### src/urg_pkg.sv
/*
  urg_pkg: constants, field positions, reset values and mode and state
  types shared by the serial controller, its checker and its testbench.
  Assumes a single 25 MHz core clock that also stands in for the
  oscillator input.
*/
package urg_pkg;

  // ****************************************
  // clock and timing
  // ****************************************
  localparam int CLK_PERIOD_NS = 40;
  localparam int RST_MIN_OSC_PERIODS = 2;
  localparam int RST_MIN_CYC = RST_MIN_OSC_PERIODS;
  localparam logic [3:0] SUB_LAST = 4'h0f;
  localparam logic [3:0] MID_START = 4'h07;

  // ****************************************
  // register addresses
  // ****************************************
  localparam logic [1:0] ADR_HOLD = 2'h0;
  localparam logic [1:0] ADR_FMT_STAT = 2'h1;
  localparam logic [1:0] ADR_HCTRL = 2'h2;
  localparam logic [1:0] ADR_RATE_HSTAT = 2'h3;

  // ****************************************
  // line_format_reg fields
  // ****************************************
  localparam int FMT_LEN_LO = 0;
  localparam int FMT_STOP2 = 2;
  localparam int FMT_PAR_EN = 3;
  localparam int FMT_PAR_ODD = 4;

  // ****************************************
  // rate_select_reg fields
  // ****************************************
  localparam int RATE_DIV_LO = 0;
  localparam int RATE_PRE_LO = 5;
  localparam int RATE_CO_SEL = 7;

  // ****************************************
  // handshake_ctrl_reg fields
  // ****************************************
  localparam int HC_DTR = 0;
  localparam int HC_RTS = 1;
  localparam int HC_IRQ_EN = 2;
  localparam int HC_HS_IRQ_EN = 3;
  localparam int HC_MODE_LO = 4;
  localparam int HC_RX_EN = 6;
  localparam logic [7:0] HC_RST = 8'h00;

  // ****************************************
  // line_status_reg fields
  // ****************************************
  localparam int LS_PAR_ERR = 0;
  localparam int LS_FRM_ERR = 1;
  localparam int LS_OVR_ERR = 2;
  localparam int LS_BREAK = 3;
  localparam int LS_MODEM = 4;
  localparam int LS_TX_DONE = 5;
  localparam int LS_TX_EMPTY = 6;
  localparam int LS_RX_AVAIL = 7;
  localparam logic [7:0] LS_RST = 8'h60;

  // ****************************************
  // synchroniser vector layout
  // ****************************************
  localparam int SY_DSR = 0;
  localparam int SY_CTS = 1;
  localparam int SY_SIN = 2;
  localparam int SY_DAT_LO = 3;
  localparam int SY_ADR_LO = 11;
  localparam int SY_WR = 13;
  localparam int SY_RD = 14;
  localparam int SY_SEL = 15;
  localparam logic [15:0] SY_RST = 16'he007;

  // ****************************************
  // receive buffer
  // ****************************************
  localparam int RXQ_W = 11;
  localparam int RXQ_D = 32;

  // ****************************************
  // modes and states
  // ****************************************
  typedef enum logic [1:0] {
    URG_NORMAL,
    URG_BREAK,
    URG_ECHO,
    URG_LOOP
  } urg_mode_t;

  typedef enum logic [2:0] {
    URG_IDLE,
    URG_START,
    URG_DATA,
    URG_PAR,
    URG_STOP
  } urg_ser_t;

  // prescaler ratio for a 2-bit select: 1, 3, 4, 5
  function automatic logic [2:0] urg_pre_div(input logic [1:0] sel);
    case (sel)
      2'h0: urg_pre_div = 3'h1;
      2'h1: urg_pre_div = 3'h3;
      2'h2: urg_pre_div = 3'h4;
      default: urg_pre_div = 3'h5;
    endcase
  endfunction

  // divisor in thirds; zero means external, no division
  function automatic logic [11:0] urg_div3(input logic [4:0] sel);
    case (sel)
      5'h01: urg_div3 = 12'h006;
      5'h02: urg_div3 = 12'h00c;
      5'h03: urg_div3 = 12'h010;
      5'h04: urg_div3 = 12'h018;
      5'h05: urg_div3 = 12'h020;
      5'h06: urg_div3 = 12'h030;
      5'h07: urg_div3 = 12'h03a;
      5'h08: urg_div3 = 12'h042;
      5'h09: urg_div3 = 12'h060;
      5'h0a: urg_div3 = 12'h0c0;
      5'h0b: urg_div3 = 12'h180;
      5'h0c: urg_div3 = 12'h240;
      5'h0d: urg_div3 = 12'h300;
      5'h0e: urg_div3 = 12'h360;
      5'h0f: urg_div3 = 12'h420;
      5'h10: urg_div3 = 12'h600;
      5'h11: urg_div3 = 12'h900;
      default: urg_div3 = 12'h000;
    endcase
  endfunction

endpackage

### src/urg_uart.sv
/*
  urg_uart: serial controller with rate generator, modem lines and a
  strobed byte-wide register port.
  Assumes the oscillator input is the core clock; bus, serial and modem
  inputs are asynchronous to it and pass a two-stage synchroniser, except the echo path.
*/
`timescale 1ns/100ps
module urg_uart
  import urg_pkg::*;
(
  // clock and reset
  input wire logic core_clk_i,
  input wire logic rst_i,
  // processor port
  input wire logic select_n_i,
  input wire logic rd_n_i,
  input wire logic wr_n_i,
  input wire logic [1:0] addr_i,
  input wire logic [7:0] data_i,
  output logic [7:0] data_o,
  output logic data_oe_o,
  // serial and modem lines
  input wire logic serial_in_i,
  output logic serial_out_o,
  input wire logic cts_n_i,
  input wire logic dsr_n_i,
  output logic rts_n_o,
  output logic dtr_n_o,
  // requests and clock out
  output logic irq_o,
  output logic tx_hold_empty_o,
  output logic rx_char_available_o,
  output logic clock_out_o
);

  typedef struct packed {
    logic [15:0] sy1;
    logic [15:0] sy2;
    logic rd_act;
    logic wr_act;
    logic [1:0] adr;
    logic [7:0] wdat;
    logic [7:0] rdat;
    logic [7:0] hctrl;
    logic co_sel;
    logic [7:0] thr;
    logic the;
    logic tc;
    logic [7:0] flags;
    logic [1:0] ms_prev;
    logic ms_edge;
    logic tc_edge;
    logic irq;
    logic [2:0] pcnt;
    logic [11:0] acc;
    logic sq;
    urg_ser_t tx_st;
    logic [3:0] tx_cnt;
    logic [3:0] tx_bit;
    logic [7:0] tx_sh;
    logic tx_par;
    logic tx_brk;
    logic tx_line;
    urg_ser_t rx_st;
    logic [3:0] rx_cnt;
    logic [3:0] rx_bit;
    logic [7:0] rx_sh;
    logic rx_par;
    logic [7:0] rx_hold_reg;
    logic dr;
  } urg_st_t;

  typedef struct packed {
    logic [6:0] rate;
    logic [7:0] fmt;
  } urg_cfg_t;

  localparam urg_st_t ST_RST = '{
    sy1: SY_RST, sy2: SY_RST, hctrl: HC_RST, flags: LS_RST,
    the: 1'b1, tc: 1'b1, tc_edge: 1'b1, ms_prev: 2'h3, tx_line: 1'b1,
    tx_st: URG_IDLE, rx_st: URG_IDLE, default: '0};

  urg_st_t st_r;
  urg_st_t st_nxt;
  urg_cfg_t cfg_r;
  urg_cfg_t cfg_nxt;
  logic rx_push;
  logic rx_in_ready;
  logic [RXQ_W-1:0] rx_push_data;
  logic rx_out_valid;
  logic rx_pop;
  logic [RXQ_W-1:0] rx_out_data;

  // ****************************************
  // received character buffer
  // ****************************************
  urg_fifo #(
    .W(RXQ_W),
    .D(RXQ_D)
  ) u_rxq (
    .core_clk_i(core_clk_i),
    .rst_i(rst_i),
    .in_valid_i(rx_push),
    .in_ready_o(rx_in_ready),
    .in_data_i(rx_push_data),
    .out_valid_o(rx_out_valid),
    .out_ready_i(rx_pop),
    .out_data_o(rx_out_data)
  );

  // ****************************************
  // next state
  // ****************************************
  always_comb begin
    logic act_rd;
    logic act_wr;
    logic rd_end;
    logic wr_end;
    logic [7:0] fl_set;
    logic [7:0] fl_clr;
    logic [2:0] pdiv;
    logic [11:0] n3;
    logic [11:0] sum;
    logic pre_tick;
    logic pre_sq;
    logic tick;
    logic cts_ok;
    logic rx_x;
    logic [3:0] nb;
    logic [7:0] rxd;
    logic [7:0] txd;
    logic [1:0] ms_now;
    urg_mode_t mode;
    st_nxt = st_r;
    cfg_nxt = cfg_r;
    fl_set = 8'h00;
    fl_clr = 8'h00;
    rx_push = 1'b0;
    rx_push_data = '0;
    rx_pop = 1'b0;
    rxd = 8'h00;
    txd = 8'h00;
    mode = urg_mode_t'(st_r.hctrl[HC_MODE_LO +: 2]);
    nb = 4'h5 + {2'h0, cfg_r.fmt[FMT_LEN_LO +: 2]};
    st_nxt.sy1 = {select_n_i, rd_n_i, wr_n_i, addr_i, data_i,
                  serial_in_i, cts_n_i, dsr_n_i};
    st_nxt.sy2 = st_r.sy1;
    act_rd = !st_r.sy2[SY_SEL] && !st_r.sy2[SY_RD];
    act_wr = !st_r.sy2[SY_SEL] && !st_r.sy2[SY_WR];
    st_nxt.rd_act = act_rd;
    st_nxt.wr_act = act_wr;
    // side effects land at the trailing edge, as strobes end
    rd_end = st_r.rd_act && !act_rd;
    wr_end = st_r.wr_act && !act_wr;
    if (act_wr || act_rd) begin
      st_nxt.adr = st_r.sy2[SY_ADR_LO +: 2];
      st_nxt.wdat = st_r.sy2[SY_DAT_LO +: 8];
    end

    // ****************************************
    // register read mux
    // ****************************************
    if (act_rd) begin
      case (st_r.sy2[SY_ADR_LO +: 2])
        ADR_HOLD: st_nxt.rdat = st_r.rx_hold_reg;
        ADR_FMT_STAT: st_nxt.rdat = st_r.flags;
        ADR_HCTRL: st_nxt.rdat = st_r.hctrl;
        default: st_nxt.rdat = {6'h00, ~st_r.sy2[SY_DSR], ~st_r.sy2[SY_CTS]};
      endcase
    end

    // ****************************************
    // register writes and read side effects
    // ****************************************
    if (wr_end) begin
      case (st_r.adr)
        ADR_HOLD: begin
          st_nxt.thr = st_r.wdat;
          st_nxt.the = 1'b0;
          st_nxt.tc = 1'b0;
        end
        ADR_FMT_STAT: cfg_nxt.fmt = {2'h0, st_r.wdat[5:0]};
        ADR_HCTRL: st_nxt.hctrl = {1'b0, st_r.wdat[6:0]};
        default: begin
          st_nxt.co_sel = st_r.wdat[RATE_CO_SEL];
          cfg_nxt.rate = st_r.wdat[6:0];
        end
      endcase
    end
    if (rd_end && st_r.adr == ADR_FMT_STAT) begin
      fl_clr = 8'hff;
      st_nxt.tc_edge = 1'b0;
      st_nxt.ms_edge = 1'b0;
    end
    if (rd_end && st_r.adr == ADR_RATE_HSTAT) begin
      st_nxt.ms_edge = 1'b0;
    end

    // ****************************************
    // rate generator
    // ****************************************
    // prescaler chained to divisor
    pdiv = urg_pre_div(cfg_r.rate[RATE_PRE_LO +: 2]);
    pre_tick = (st_r.pcnt >= pdiv - 3'h1);
    st_nxt.pcnt = pre_tick ? 3'h0 : st_r.pcnt + 3'h1;
    pre_sq = (st_r.pcnt < {1'b0, pdiv[2:1]});
    n3 = urg_div3(cfg_r.rate[RATE_DIV_LO +: 5]);
    sum = st_r.acc + 12'h003;
    tick = 1'b0;
    if (n3 == 12'h000) begin
      tick = pre_tick;
      st_nxt.acc = 12'h000;
      // odd prescale keeps its odd duty
      st_nxt.sq = pre_sq;
    end else begin
      if (pre_tick) begin
        if (sum >= n3) begin
          st_nxt.acc = sum - n3;
          tick = 1'b1;
        end else begin
          st_nxt.acc = sum;
        end
      end
      st_nxt.sq = (st_r.acc < {1'b0, n3[11:1]});
    end

    // ****************************************
    // transmitter
    // ****************************************
    // clear-to-send checked only before start
    cts_ok = !st_r.sy2[SY_CTS] || mode == URG_LOOP;
    txd = st_r.thr & (8'hff >> (4'h8 - nb));
    case (st_r.tx_st)
      URG_IDLE: begin
        st_nxt.tx_line = 1'b1;
        if (!st_r.the && cts_ok && mode != URG_ECHO) begin
          st_nxt.tx_sh = txd;
          st_nxt.tx_par = (^txd) ^ cfg_r.fmt[FMT_PAR_ODD];
          st_nxt.tx_brk = (mode == URG_BREAK);
          st_nxt.the = 1'b1;
          st_nxt.tx_cnt = 4'h0;
          st_nxt.tx_bit = 4'h0;
          st_nxt.tx_st = URG_START;
          // start bit drops now, else it runs one clock short
          st_nxt.tx_line = 1'b0;
        end
      end
      URG_START: begin
        st_nxt.tx_line = 1'b0;
        if (tick) begin
          st_nxt.tx_cnt = st_r.tx_cnt + 4'h1;
          if (st_r.tx_cnt == SUB_LAST) begin
            st_nxt.tx_st = URG_DATA;
            st_nxt.tx_line = st_r.tx_sh[0] && !st_r.tx_brk;
          end
        end
      end
      URG_DATA: begin
        if (tick) begin
          st_nxt.tx_cnt = st_r.tx_cnt + 4'h1;
          if (st_r.tx_cnt == SUB_LAST) begin
            st_nxt.tx_sh = st_r.tx_sh >> 1;
            st_nxt.tx_bit = st_r.tx_bit + 4'h1;
            st_nxt.tx_line = st_r.tx_sh[1] && !st_r.tx_brk;
            if (st_r.tx_bit == nb - 4'h1) begin
              st_nxt.tx_bit = 4'h0;
              st_nxt.tx_st = cfg_r.fmt[FMT_PAR_EN] ? URG_PAR : URG_STOP;
              st_nxt.tx_line = cfg_r.fmt[FMT_PAR_EN] ? (st_r.tx_par && !st_r.tx_brk)
                                                     : !st_r.tx_brk;
            end
          end
        end
      end
      URG_PAR: begin
        if (tick) begin
          st_nxt.tx_cnt = st_r.tx_cnt + 4'h1;
          if (st_r.tx_cnt == SUB_LAST) begin
            st_nxt.tx_st = URG_STOP;
            st_nxt.tx_line = !st_r.tx_brk;
          end
        end
      end
      URG_STOP: begin
        if (tick) begin
          st_nxt.tx_cnt = st_r.tx_cnt + 4'h1;
          if (st_r.tx_cnt == SUB_LAST) begin
            st_nxt.tx_bit = st_r.tx_bit + 4'h1;
            if (st_r.tx_bit[0] || !cfg_r.fmt[FMT_STOP2]) begin
              st_nxt.tx_st = URG_IDLE;
              st_nxt.tx_line = 1'b1;
              st_nxt.tc = st_r.the;
            end
          end
        end
      end
      default: st_nxt.tx_st = URG_IDLE;
    endcase

    // ****************************************
    // receiver
    // ****************************************
    // loop feeds transmit line, pin ignored
    rx_x = (mode == URG_LOOP) ? st_r.tx_line : st_r.sy2[SY_SIN];
    if (!st_r.hctrl[HC_RX_EN]) begin
      rx_x = 1'b1;
    end
    if (tick) begin
      st_nxt.rx_cnt = st_r.rx_cnt + 4'h1;
      case (st_r.rx_st)
        URG_IDLE: begin
          st_nxt.rx_cnt = 4'h0;
          if (!rx_x) begin
            st_nxt.rx_st = URG_START;
          end
        end
        URG_START: begin
          if (st_r.rx_cnt == MID_START) begin
            st_nxt.rx_cnt = 4'h0;
            st_nxt.rx_bit = 4'h0;
            st_nxt.rx_st = rx_x ? URG_IDLE : URG_DATA;
          end
        end
        URG_DATA: begin
          if (st_r.rx_cnt == SUB_LAST) begin
            st_nxt.rx_sh = {rx_x, st_r.rx_sh[7:1]};
            st_nxt.rx_bit = st_r.rx_bit + 4'h1;
            if (st_r.rx_bit == nb - 4'h1) begin
              st_nxt.rx_par = 1'b0;
              st_nxt.rx_st = cfg_r.fmt[FMT_PAR_EN] ? URG_PAR : URG_STOP;
            end
          end
        end
        URG_PAR: begin
          if (st_r.rx_cnt == SUB_LAST) begin
            st_nxt.rx_par = rx_x;
            st_nxt.rx_st = URG_STOP;
          end
        end
        URG_STOP: begin
          if (st_r.rx_cnt == SUB_LAST) begin
            rxd = st_r.rx_sh >> (4'h8 - nb);
            rx_push = 1'b1;
            rx_push_data = {rxd == 8'h00 && !st_r.rx_par && !rx_x, !rx_x,
                            cfg_r.fmt[FMT_PAR_EN]
                              && (((^rxd) ^ st_r.rx_par) != cfg_r.fmt[FMT_PAR_ODD]),
                            rxd};
            st_nxt.rx_st = URG_IDLE;
          end
        end
        default: st_nxt.rx_st = URG_IDLE;
      endcase
    end
    // a full buffer cannot stall the wire, so the character is lost
    fl_set[LS_OVR_ERR] = rx_push && !rx_in_ready;

    // ****************************************
    // holding register and flags
    // ****************************************
    if (rd_end && st_r.adr == ADR_HOLD) begin
      st_nxt.dr = 1'b0;
    end
    if (!st_r.dr && rx_out_valid) begin
      rx_pop = 1'b1;
      st_nxt.rx_hold_reg = rx_out_data[7:0];
      st_nxt.dr = 1'b1;
      fl_set[LS_RX_AVAIL] = 1'b1;
      fl_set[LS_PAR_ERR] = rx_out_data[8];
      fl_set[LS_FRM_ERR] = rx_out_data[9];
      fl_set[LS_BREAK] = rx_out_data[10];
    end
    ms_now = {st_r.sy2[SY_DSR], st_r.sy2[SY_CTS]};
    st_nxt.ms_prev = ms_now;
    fl_set[LS_MODEM] = (ms_now != st_r.ms_prev);
    fl_set[LS_TX_DONE] = st_nxt.tc && !st_r.tc;
    fl_set[LS_TX_EMPTY] = st_nxt.the && !st_r.the;
    // set wins over a clearing read
    st_nxt.flags = (st_r.flags & ~fl_clr) | fl_set;
    if (fl_set[LS_MODEM]) begin
      st_nxt.ms_edge = 1'b1;
    end
    if (fl_set[LS_TX_DONE]) begin
      st_nxt.tc_edge = 1'b1;
    end
    // master enable gates all, modem enable its edge
    st_nxt.irq = st_r.hctrl[HC_IRQ_EN]
                 && (st_nxt.tc_edge || (st_r.hctrl[HC_HS_IRQ_EN] && st_nxt.ms_edge));
  end

  // ****************************************
  // registers
  // ****************************************
  // reset loads ST_RST into state, keeps format and rate
  always_ff @(posedge core_clk_i or posedge rst_i) begin
    if (rst_i) begin
      st_r <= ST_RST;
    end else begin
      st_r <= st_nxt;
    end
  end

  // format and rate survive reset, so they carry none
  always_ff @(posedge core_clk_i) begin
    cfg_r <= cfg_nxt;
  end

  // ****************************************
  // outputs
  // ****************************************
  assign data_o = st_r.rdat;
  assign data_oe_o = st_r.rd_act;
  assign dtr_n_o = !st_r.hctrl[HC_DTR];
  assign rts_n_o = !st_r.hctrl[HC_RTS];
  assign irq_o = st_r.irq;
  assign tx_hold_empty_o = st_r.the;
  assign rx_char_available_o = st_r.dr;

  // echo passes the pin unsynchronised, parity intact
  always_comb begin
    case (urg_mode_t'(st_r.hctrl[HC_MODE_LO +: 2]))
      URG_ECHO: serial_out_o = serial_in_i;
      URG_LOOP: serial_out_o = 1'b1;
      default: serial_out_o = st_r.tx_line;
    endcase
  end

  always_comb begin
    clock_out_o = core_clk_i;
    if (st_r.co_sel && (urg_div3(cfg_r.rate[RATE_DIV_LO +: 5]) != 12'h000
        || cfg_r.rate[RATE_PRE_LO +: 2] != 2'h0)) begin
      clock_out_o = st_r.sq;
    end
  end

endmodule

### src/urg_fifo.sv
/*
  urg_fifo: valid/ready buffer with width and depth parameters.
  Assumes one clock and an asynchronous active-high reset; depth is a
  power of two.
*/
`timescale 1ns/100ps
module urg_fifo #(
  parameter int W = 8,
  parameter int D = 32
) (
  // clock and reset
  input wire logic core_clk_i,
  input wire logic rst_i,
  // fill side
  input wire logic in_valid_i,
  output logic in_ready_o,
  input wire logic [W-1:0] in_data_i,
  // drain side
  output logic out_valid_o,
  input wire logic out_ready_i,
  output logic [W-1:0] out_data_o
);

  localparam int AW = $clog2(D);

  typedef struct packed {
    logic [AW:0] wp;
    logic [AW:0] rp;
  } urg_fifo_st_t;

  urg_fifo_st_t st_r;
  urg_fifo_st_t st_nxt;
  logic [W-1:0] mem_r [D];
  logic full;
  logic empty;
  logic push;
  logic pop;

  // ****************************************
  // flags
  // ****************************************
  assign empty = (st_r.wp == st_r.rp);
  assign full = (st_r.wp[AW-1:0] == st_r.rp[AW-1:0]) && (st_r.wp[AW] != st_r.rp[AW]);
  assign in_ready_o = !full;
  assign out_valid_o = !empty;
  assign push = in_valid_i && !full;
  assign pop = out_ready_i && !empty;
  assign out_data_o = mem_r[st_r.rp[AW-1:0]];

  always_comb begin
    st_nxt = st_r;
    if (push) begin
      st_nxt.wp = st_r.wp + 1'b1;
    end
    if (pop) begin
      st_nxt.rp = st_r.rp + 1'b1;
    end
  end

  // storage carries no reset; only pointers need a defined value
  always_ff @(posedge core_clk_i) begin
    if (push) begin
      mem_r[st_r.wp[AW-1:0]] <= in_data_i;
    end
  end

  always_ff @(posedge core_clk_i or posedge rst_i) begin
    if (rst_i) begin
      st_r <= '0;
    end else begin
      st_r <= st_nxt;
    end
  end

endmodule

### config.mk
export PLATFORM = sky130hd
export DESIGN_NAME = urg_uart
export DESIGN_NICKNAME = d
export VERILOG_FILES = /design/src/urg_pkg.sv /design/src/urg_uart.sv /design/src/urg_fifo.sv
export SDC_FILE = /design/constraint.sdc
export NUM_CORES = 1
export LEC_CHECK = 0
export ABC_AREA = 1
export BUFFER_PORTS_ARGS = -buffer_cell sky130_fd_sc_hd__buf_2
export CAP_MARGIN = 20
export CORE_ASPECT_RATIO = 0.8
export CORE_MARGIN = 1.5
export CORE_UTILIZATION = 40
export DETAILED_ROUTE_END_ITERATION = 6
export HOLD_SLACK_MARGIN = 0.03
export PLACE_DENSITY = 0.59
export SLEW_MARGIN = 15
export SYNTH_ARGS = -nofsm -noshare
export SYNTH_HDL_FRONTEND = slang
export SYNTH_SLANG_ARGS = --single-unit
### constraint.sdc
create_clock -name core_clk_i -period 13.7 [get_ports core_clk_i]
set_input_delay 1.37 -clock core_clk_i [delete_from_list [all_inputs] [get_ports core_clk_i]]
set_output_delay 1.37 -clock core_clk_i [all_outputs]
set_load 0.02 [all_outputs]
==> results.sh, run 1 <==
export IMPL_clkLatencyLatePin_ns=0.72
export IMPL_critPathMaxFanout=2
export IMPL_setup_viol=0
export IMPL_avgSynthCellArea_um2=10.8
export IMPL_stdcell_count=2998
export IMPL_yosys_warnings=0
export IMPL_utilization_pct=45.4
export IMPL_timing_rr_start="st_r[52]"
export IMPL_ant_nets=0
export IMPL_synth_top_area_share_pct=46.7
export IMPL_crit_top_cell="clkbuf_16"
export IMPL_rsz0062_at_grt="no"
export IMPL_dp_hpwl_um=37000
export IMPL_startpoint_type="clock port"
export IMPL_async_flop_share_pct=30.2
export IMPL_cts_tree="done"
export IMPL_relSlewSlack_pct=30.2
export IMPL_port_buffers=33
export IMPL_p_leak_nw=9.23
export IMPL_cts_resized=0
export IMPL_status="finished, final reports clean"
export IMPL_fin_nets=2257
export IMPL_irDropWorstVdd_mv=0.105
export IMPL_placed_cells=2887
export IMPL_yosys_most_used_dff="edfxtp_1"
export IMPL_row_count=79
export IMPL_path_class="clock port to output pin"
export IMPL_clkTransAtPathRegs_ns=0.06
export IMPL_die_w_um=274
export IMPL_start_util_pct=40.4
export IMPL_die_area_um2=60000
export IMPL_powerDensity_nw_per_um2=157
export IMPL_drt_wl_total_um=58500
export IMPL_critPathBufInv=3
export IMPL_die_y_um=219
export IMPL_core_area_um2=58000
export IMPL_cap_violations=0
export IMPL_drive_gt1_share_pct=10.3
export IMPL_netlist_area_um2=23400
export IMPL_place_congestion=0.853
export IMPL_clock_skew_ns=0.0166
export IMPL_area_growth_syn_to_layout_pct=12.5
export IMPL_drc_errors=0
export IMPL_drv_slew=0
export IMPL_cp_end_kind="output pin"
export IMPL_synth_seq_cells=537
export IMPL_synth_nets=2235
export IMPL_finalSetupTns_ns=0
export IMPL_wire_per_inst_um=19.5
export IMPL_hold_path_depth=0
export IMPL_finalHoldViolCount=0
export IMPL_synth_area_top_cells="edfxtp_1 (47%), dfrtp_1 (15%), nand2_1 (5.8%), o21ai_0 (5.6%), nor2_1 (4.7%)"
export IMPL_antenna_cells=0
export IMPL_path_depth=5
export IMPL_slowest_delay_ns=0.17
export IMPL_hp_start="st_nxt[124]"
export IMPL_grt_pass1_vias=15400
export IMPL_ys_types=58
export IMPL_r2r_slack_ns=8.92
export IMPL_tightest_slew_ns=1.04
export IMPL_ctsHoldBuffers=0
export IMPL_crit_required_ns=12.33
export IMPL_antenna_found_initial=0
export IMPL_r2r_cells=21
export IMPL_crit_path_top_delay_cell="buf_2"
export IMPL_grtUsageTotal_pct=19.6
export IMPL_seq_area_frac_synth_pct=65.0
export IMPL_drt_first_pass_iters=5
export IMPL_via_count=16100
export IMPL_grt_overflow=0
export IMPL_pin_count=34
export IMPL_critPathArrivalTime_ns=7.43
export IMPL_post_cts_buffers=0
export IMPL_grt_pass1_wl_um=90300
export IMPL_path_delay_family="buffers and inverters"
export IMPL_r2r_end="u_rxq.mem_r[1][6]"
export IMPL_hp_class="flip-flop to flip-flop"
export IMPL_synth_top_cell_by_area="edfxtp_1"
export IMPL_synthCells=2163
export IMPL_vias_per_cell=5.36
export IMPL_drtIter0Drc=1689
export IMPL_min_to="st_r[124]"
export IMPL_path_cells="clkbuf_16 > clkbuf_16 > a21oi_1 > a31oi_1 > buf_2"
export IMPL_synth_edf_count=364
export IMPL_grt_start_max_net_pins=98
==> logic make-up after synthesis <==
| family | after synthesis | synth area share [%] |
|---|---|---|
| simple gates | 822 | 14.8 |
| mux | 2 | 0.0855 |
| xor+xnor | 45 | 1.68 |
| flops | 537 | 65.0 |
| compound gates | 451 | 11.2 |
| fa+ha+maj | 54 | 2.92 |
| buf+inv | 252 | 4.37 |
==> worst register-to-register path, delay by kind of cell, from the launching register on <==
family | cells | cell delay (ns)
DFF | 1 | 0.39
and+or+nand+nor | 15 | 3.05
adders and majority gates | 2 | 0.57
buffers and inverters | 3 | 0.21
xor gates and xnor gates | 1 | 0.20
==> area by class of cell <==
class	count	area (um2)
Fill cell	5253	31700
Sequential cell	537	15200
Inverter	156	596
Timing Repair Buffer	58	390
Clock buffer	71	1560
Multi-Input combinational cell	1374	7240
Tap cell	769	962
Clock inverter	33	380
==> layout by cell type (no fill, tap or decap), types with 6 or more instances in the layout <==
cell type,count
clkinv_1,11
bufinv_16,8
ha_1,53
o221ai_1,31
inv_1,145
nand2_1,359
a22oi_1,7
buf_2,33
dfrtp_1,140
clkinv_2,11
dfxtp_1,11
a21oi_1,33
inv_2,6
o22ai_1,55
o21ai_0,263
clkbuf_16,59
nor3_1,8
edfxtp_1,364
nor2_2,13
xnor2_1,21
o211ai_1,20
nand2_2,9
nor2_1,282
nand4_1,36
clkbuf_1,7
dfstp_2,20
xor2_1,24
nand3_1,89
o21ai_2,9
o21ai_1,13
buf_4,22
==> worst max path at each step <==
stage                     startpoint           to  slack [ns]
final                     core_clk_i  clock_out_o        4.90
after global routing      core_clk_i  clock_out_o        4.88
after CTS                 core_clk_i  clock_out_o        4.90
after detailed placement  core_clk_i  clock_out_o        5.18
after global placement    core_clk_i  clock_out_o        5.18
after floorplan           core_clk_i  clock_out_o        5.27
==> report_power, final <==
part	internal (mW)	switching, mW
combinational	0.226	0.422
sequential	1.80	0.0752
clock	0.960	0.646
total	2.98	1.14
==> stage by stage <==
step	setup WS [ns]	hold WS [ns]	total power [mW]	instance area (um2)
floorplan	5.27	0.331	2.40	23400
global placement	5.18	0.332	2.54	24300
detailed placement	5.18	0.336	2.56	24300
CTS	4.90	0.347	4.15	26300
global route	4.88	0.348	4.32	26400
finish	4.90	0.344	4.13	26400
==> cell usage after synthesis (3+ instances only) <==
master,number
o21ai_0,263
dfrtp_1,142
nand2_1,359
inv_1,148
o21bai_1,3
buf_4,10
o211ai_1,20
ha_1,53
or2_2,4
nor2_1,291
a211oi_1,3
inv_2,5
nor3_1,8
dfxtp_1,11
a21oi_1,33
o22ai_1,55
xnor2_1,21
nor2_2,7
o21ai_2,9
o21ai_1,13
nand2_2,9
buf_2,25
buf_1,4
nand4_1,36
nand3b_1,5
edfxtp_1,364
nand3_1,89
a22oi_1,7
o221ai_1,31
dfstp_2,20
xor2_1,24
clkbuf_1,56
==> flip-flops by register name, summed over array words and instances, names as in the netlist, named ones only <==
| register | flops |
|---|---|
| u_rxq.mem_r | 352 |
| st_r | 120 |
| st_nxt | 18 |
| cfg_r | 12 |
| u_rxq.st_r | 12 |
| data_o | 8 |
| data_oe_o | 1 |
| irq_o | 1 |
| rx_char_available_o | 1 |
| tx_hold_empty_o | 1 |
==> metal layers <==
metal / routed length (um) / track usage [%] / vias up / share of wire, %
met3: 4220 / 3.60 / 65 / 7.2
met5: 0 / 0 / - / 0
met1: 28400 / 30.1 / 7876 / 48
met2: 24800 / 28.0 / 520 / 42
met4: 1110 / 5.36 / 0 / 1.9
li1: - / - / 7597 / -
No activity file was read; power rests on OpenSTA's default activity.
==> run 2: changes to the inputs <==
--- a/config.mk
+++ b/config.mk
@@ -13,7 +13,7 @@
 export CORE_UTILIZATION = 40
 export DETAILED_ROUTE_END_ITERATION = 6
 export HOLD_SLACK_MARGIN = 0.03
-export PLACE_DENSITY = 0.59
+export PLACE_DENSITY = 0.61
 export SLEW_MARGIN = 15
 export SYNTH_ARGS = -nofsm -noshare
 export SYNTH_HDL_FRONTEND = slang
==> constraint.sdc (replaced) <==
create_clock -name core_clk_i -period 7.5 [get_ports core_clk_i]
set_input_delay 0.75 -clock core_clk_i [delete_from_list [all_inputs] [get_ports core_clk_i]]
set_output_delay 0.75 -clock core_clk_i [all_outputs]
set_load 0.02 [all_outputs]
==> results.sh, run 2 (synthesis results as in run 1) <==
export IMPL_place_congestion=0.886
export IMPL_grt_pass1_vias=15400
export IMPL_status="finished, final reports clean"
export IMPL_clock_skew_ns=0.0471
export IMPL_p_int_mw=5.26
export IMPL_hold_path_depth=1
export IMPL_finalSetupTns_ns=0
export IMPL_slowest_delay_ns=0.17
export IMPL_hold_ws_ns=0.126
export IMPL_drt_wl_total_um=57200
export IMPL_crit_required_ns=6.75
export IMPL_drv_slew=0
export IMPL_die_w_um=274
export IMPL_crit_path_top_delay_cell="buf_2"
export IMPL_hp_start="dsr_n_i"
export IMPL_hp_class="input pin to flip-flop"
export IMPL_largest_register_ffs=352
export IMPL_crit_top_cell="clkbuf_16"
export IMPL_switching_share_pct=28.2
export IMPL_clkTransAtPathRegs_ns=0.06
export IMPL_core_area_um2=58000
export IMPL_utilization_pct=45.1
export IMPL_grt_pass1_wl_um=88700
export IMPL_dp_hpwl_um=36700
export IMPL_grt_overflow=0
export IMPL_critPathArrivalTime_ns=4.33
export IMPL_timing_rr_start="st_r[52]"
export IMPL_final_cell_mix="edfxtp_1 (364), nand2_1 (359), nor2_1 (282)"
export IMPL_tightest_slew_ns=1.13
export IMPL_cap_violations=0
export IMPL_die_y_um=219
export IMPL_finalHoldViolCount=0
export IMPL_grtUsageTotal_pct=19.2
export IMPL_ant_nets=0
export IMPL_area_growth_syn_to_layout_pct=11.7
export IMPL_layout_commonest_cell="edfxtp_1"
export IMPL_placed_cells=2889
export IMPL_r2r_end="u_rxq.mem_r[11][10]"
export IMPL_setup_viol=0
export IMPL_vias_per_cell=5.35
export IMPL_pwr_share_clk_pct=37.0
export IMPL_drtIter0Drc=1672
export IMPL_power_frac_comb_pct=16.2
export IMPL_relSlewSlack_pct=24.7
export IMPL_powerDensity_nw_per_um2=280
export IMPL_n_fill_cell=5240
export IMPL_grt_start_max_net_pins=99
export IMPL_drive_gt1_share_pct=10.1
export IMPL_r2r_cells=23
export IMPL_cp_end_kind="output pin"
export IMPL_ctsHoldBuffers=0
export IMPL_fin_nets=2254
export IMPL_startpoint_type="clock port"
export IMPL_via_count=16000
export IMPL_netSwitchingPower_mw=2.07
export IMPL_post_cts_buffers=0
export IMPL_pin_count=34
export IMPL_r2r_slack_ns=2.85
export IMPL_p_leak_nw=9.14
export IMPL_row_count=79
export IMPL_path_class="clock port to output pin"
export IMPL_cts_tree="done"
export IMPL_p_seq_share_pct=46.7
export IMPL_antenna_found_initial=0
export IMPL_die_area_um2=60000
export IMPL_irDropWorstVdd_mv=0.203
export IMPL_antenna_cells=0
export IMPL_stdcell_count=2996
export IMPL_cts_resized=0
export IMPL_path_cells="clkbuf_16 > clkbuf_16 > a21oi_1 > a31oi_1 > buf_2"
export IMPL_rsz0062_at_grt="no"
export IMPL_clkLatencyLatePin_ns=0.74
export IMPL_port_buffers=33
export IMPL_start_util_pct=40.4
export IMPL_wire_per_inst_um=19.1
export IMPL_critPathMaxFanout=2
export IMPL_drt_first_pass_iters=6
export IMPL_drc_errors=0
export IMPL_min_to="st_nxt[119]"
run 2: cell types whose count changed in the layout (fill, tap and decap cells not counted):
cell | before | now
nor4_1 | 0 | 1
clkinv_16 | 0 | 1
clkinv_2 | 11 | 14
buf_8 | 1 | 0
buf_16 | 1 | 0
bufinv_16 | 8 | 4
clkbuf_1 | 7 | 10
clkbuf_16 | 59 | 56
nor4_2 | 2 | 1
clkinvlp_4 | 1 | 2
clkinv_4 | 1 | 0
run 2: power by group through the flow:
stage               sequential, mW  clock [mW]  combinational [mW]
CTS                           3.42        2.76                1.19
detailed placement            3.48      0.0176                1.18
finish                        3.42        2.71                1.19
floorplan                     3.44      0.0131               0.937
global route                  3.44        2.88                1.36
global placement              3.47      0.0176                1.15
run 2: worst max-delay path by stage:
stage               start           to  slack [ns]
2_1_floorplan       rst_i    data_o[0]        2.41
3_3_place_gp   core_clk_i  clock_out_o        2.71
3_5_place_dp   core_clk_i  clock_out_o        2.71
4_1_cts        core_clk_i  clock_out_o        2.40
5_1_grt        core_clk_i  clock_out_o        2.34
6_report       core_clk_i  clock_out_o        2.42
run 2: critical path: cells and delay by family:
kind	cells	cell delay, ns
compound gates	2	0.17
buf+inv	3	0.41
run 2: cell type report:
class	instances	area, um2	area share (%)
flip-flops and latches	537	15200	58.2
clock inverters	33	304	1.16
inverters	156	596	2.28
clock buffers	71	1500	5.73
well taps	769	962	3.68
repair buffers	56	348	1.33
multi-input cells	1374	7230	27.6
run 2: metal layers:
metal,track usage (%),routed length [um]
met1,27.8,26900
met2,28.7,25100
met3,4.30,3960
met4,5.58,1210
met5,0,0
run 2: metrics by stage:
stage	worst slack, ns	power, mW	cell area (um2)
after global routing	2.34	7.68	26200
after global placement	2.71	4.64	24300
after floorplan	2.41	4.39	23400
final	2.42	7.33	26200
after CTS	2.40	7.37	26100
after detailed placement	2.71	4.68	24300
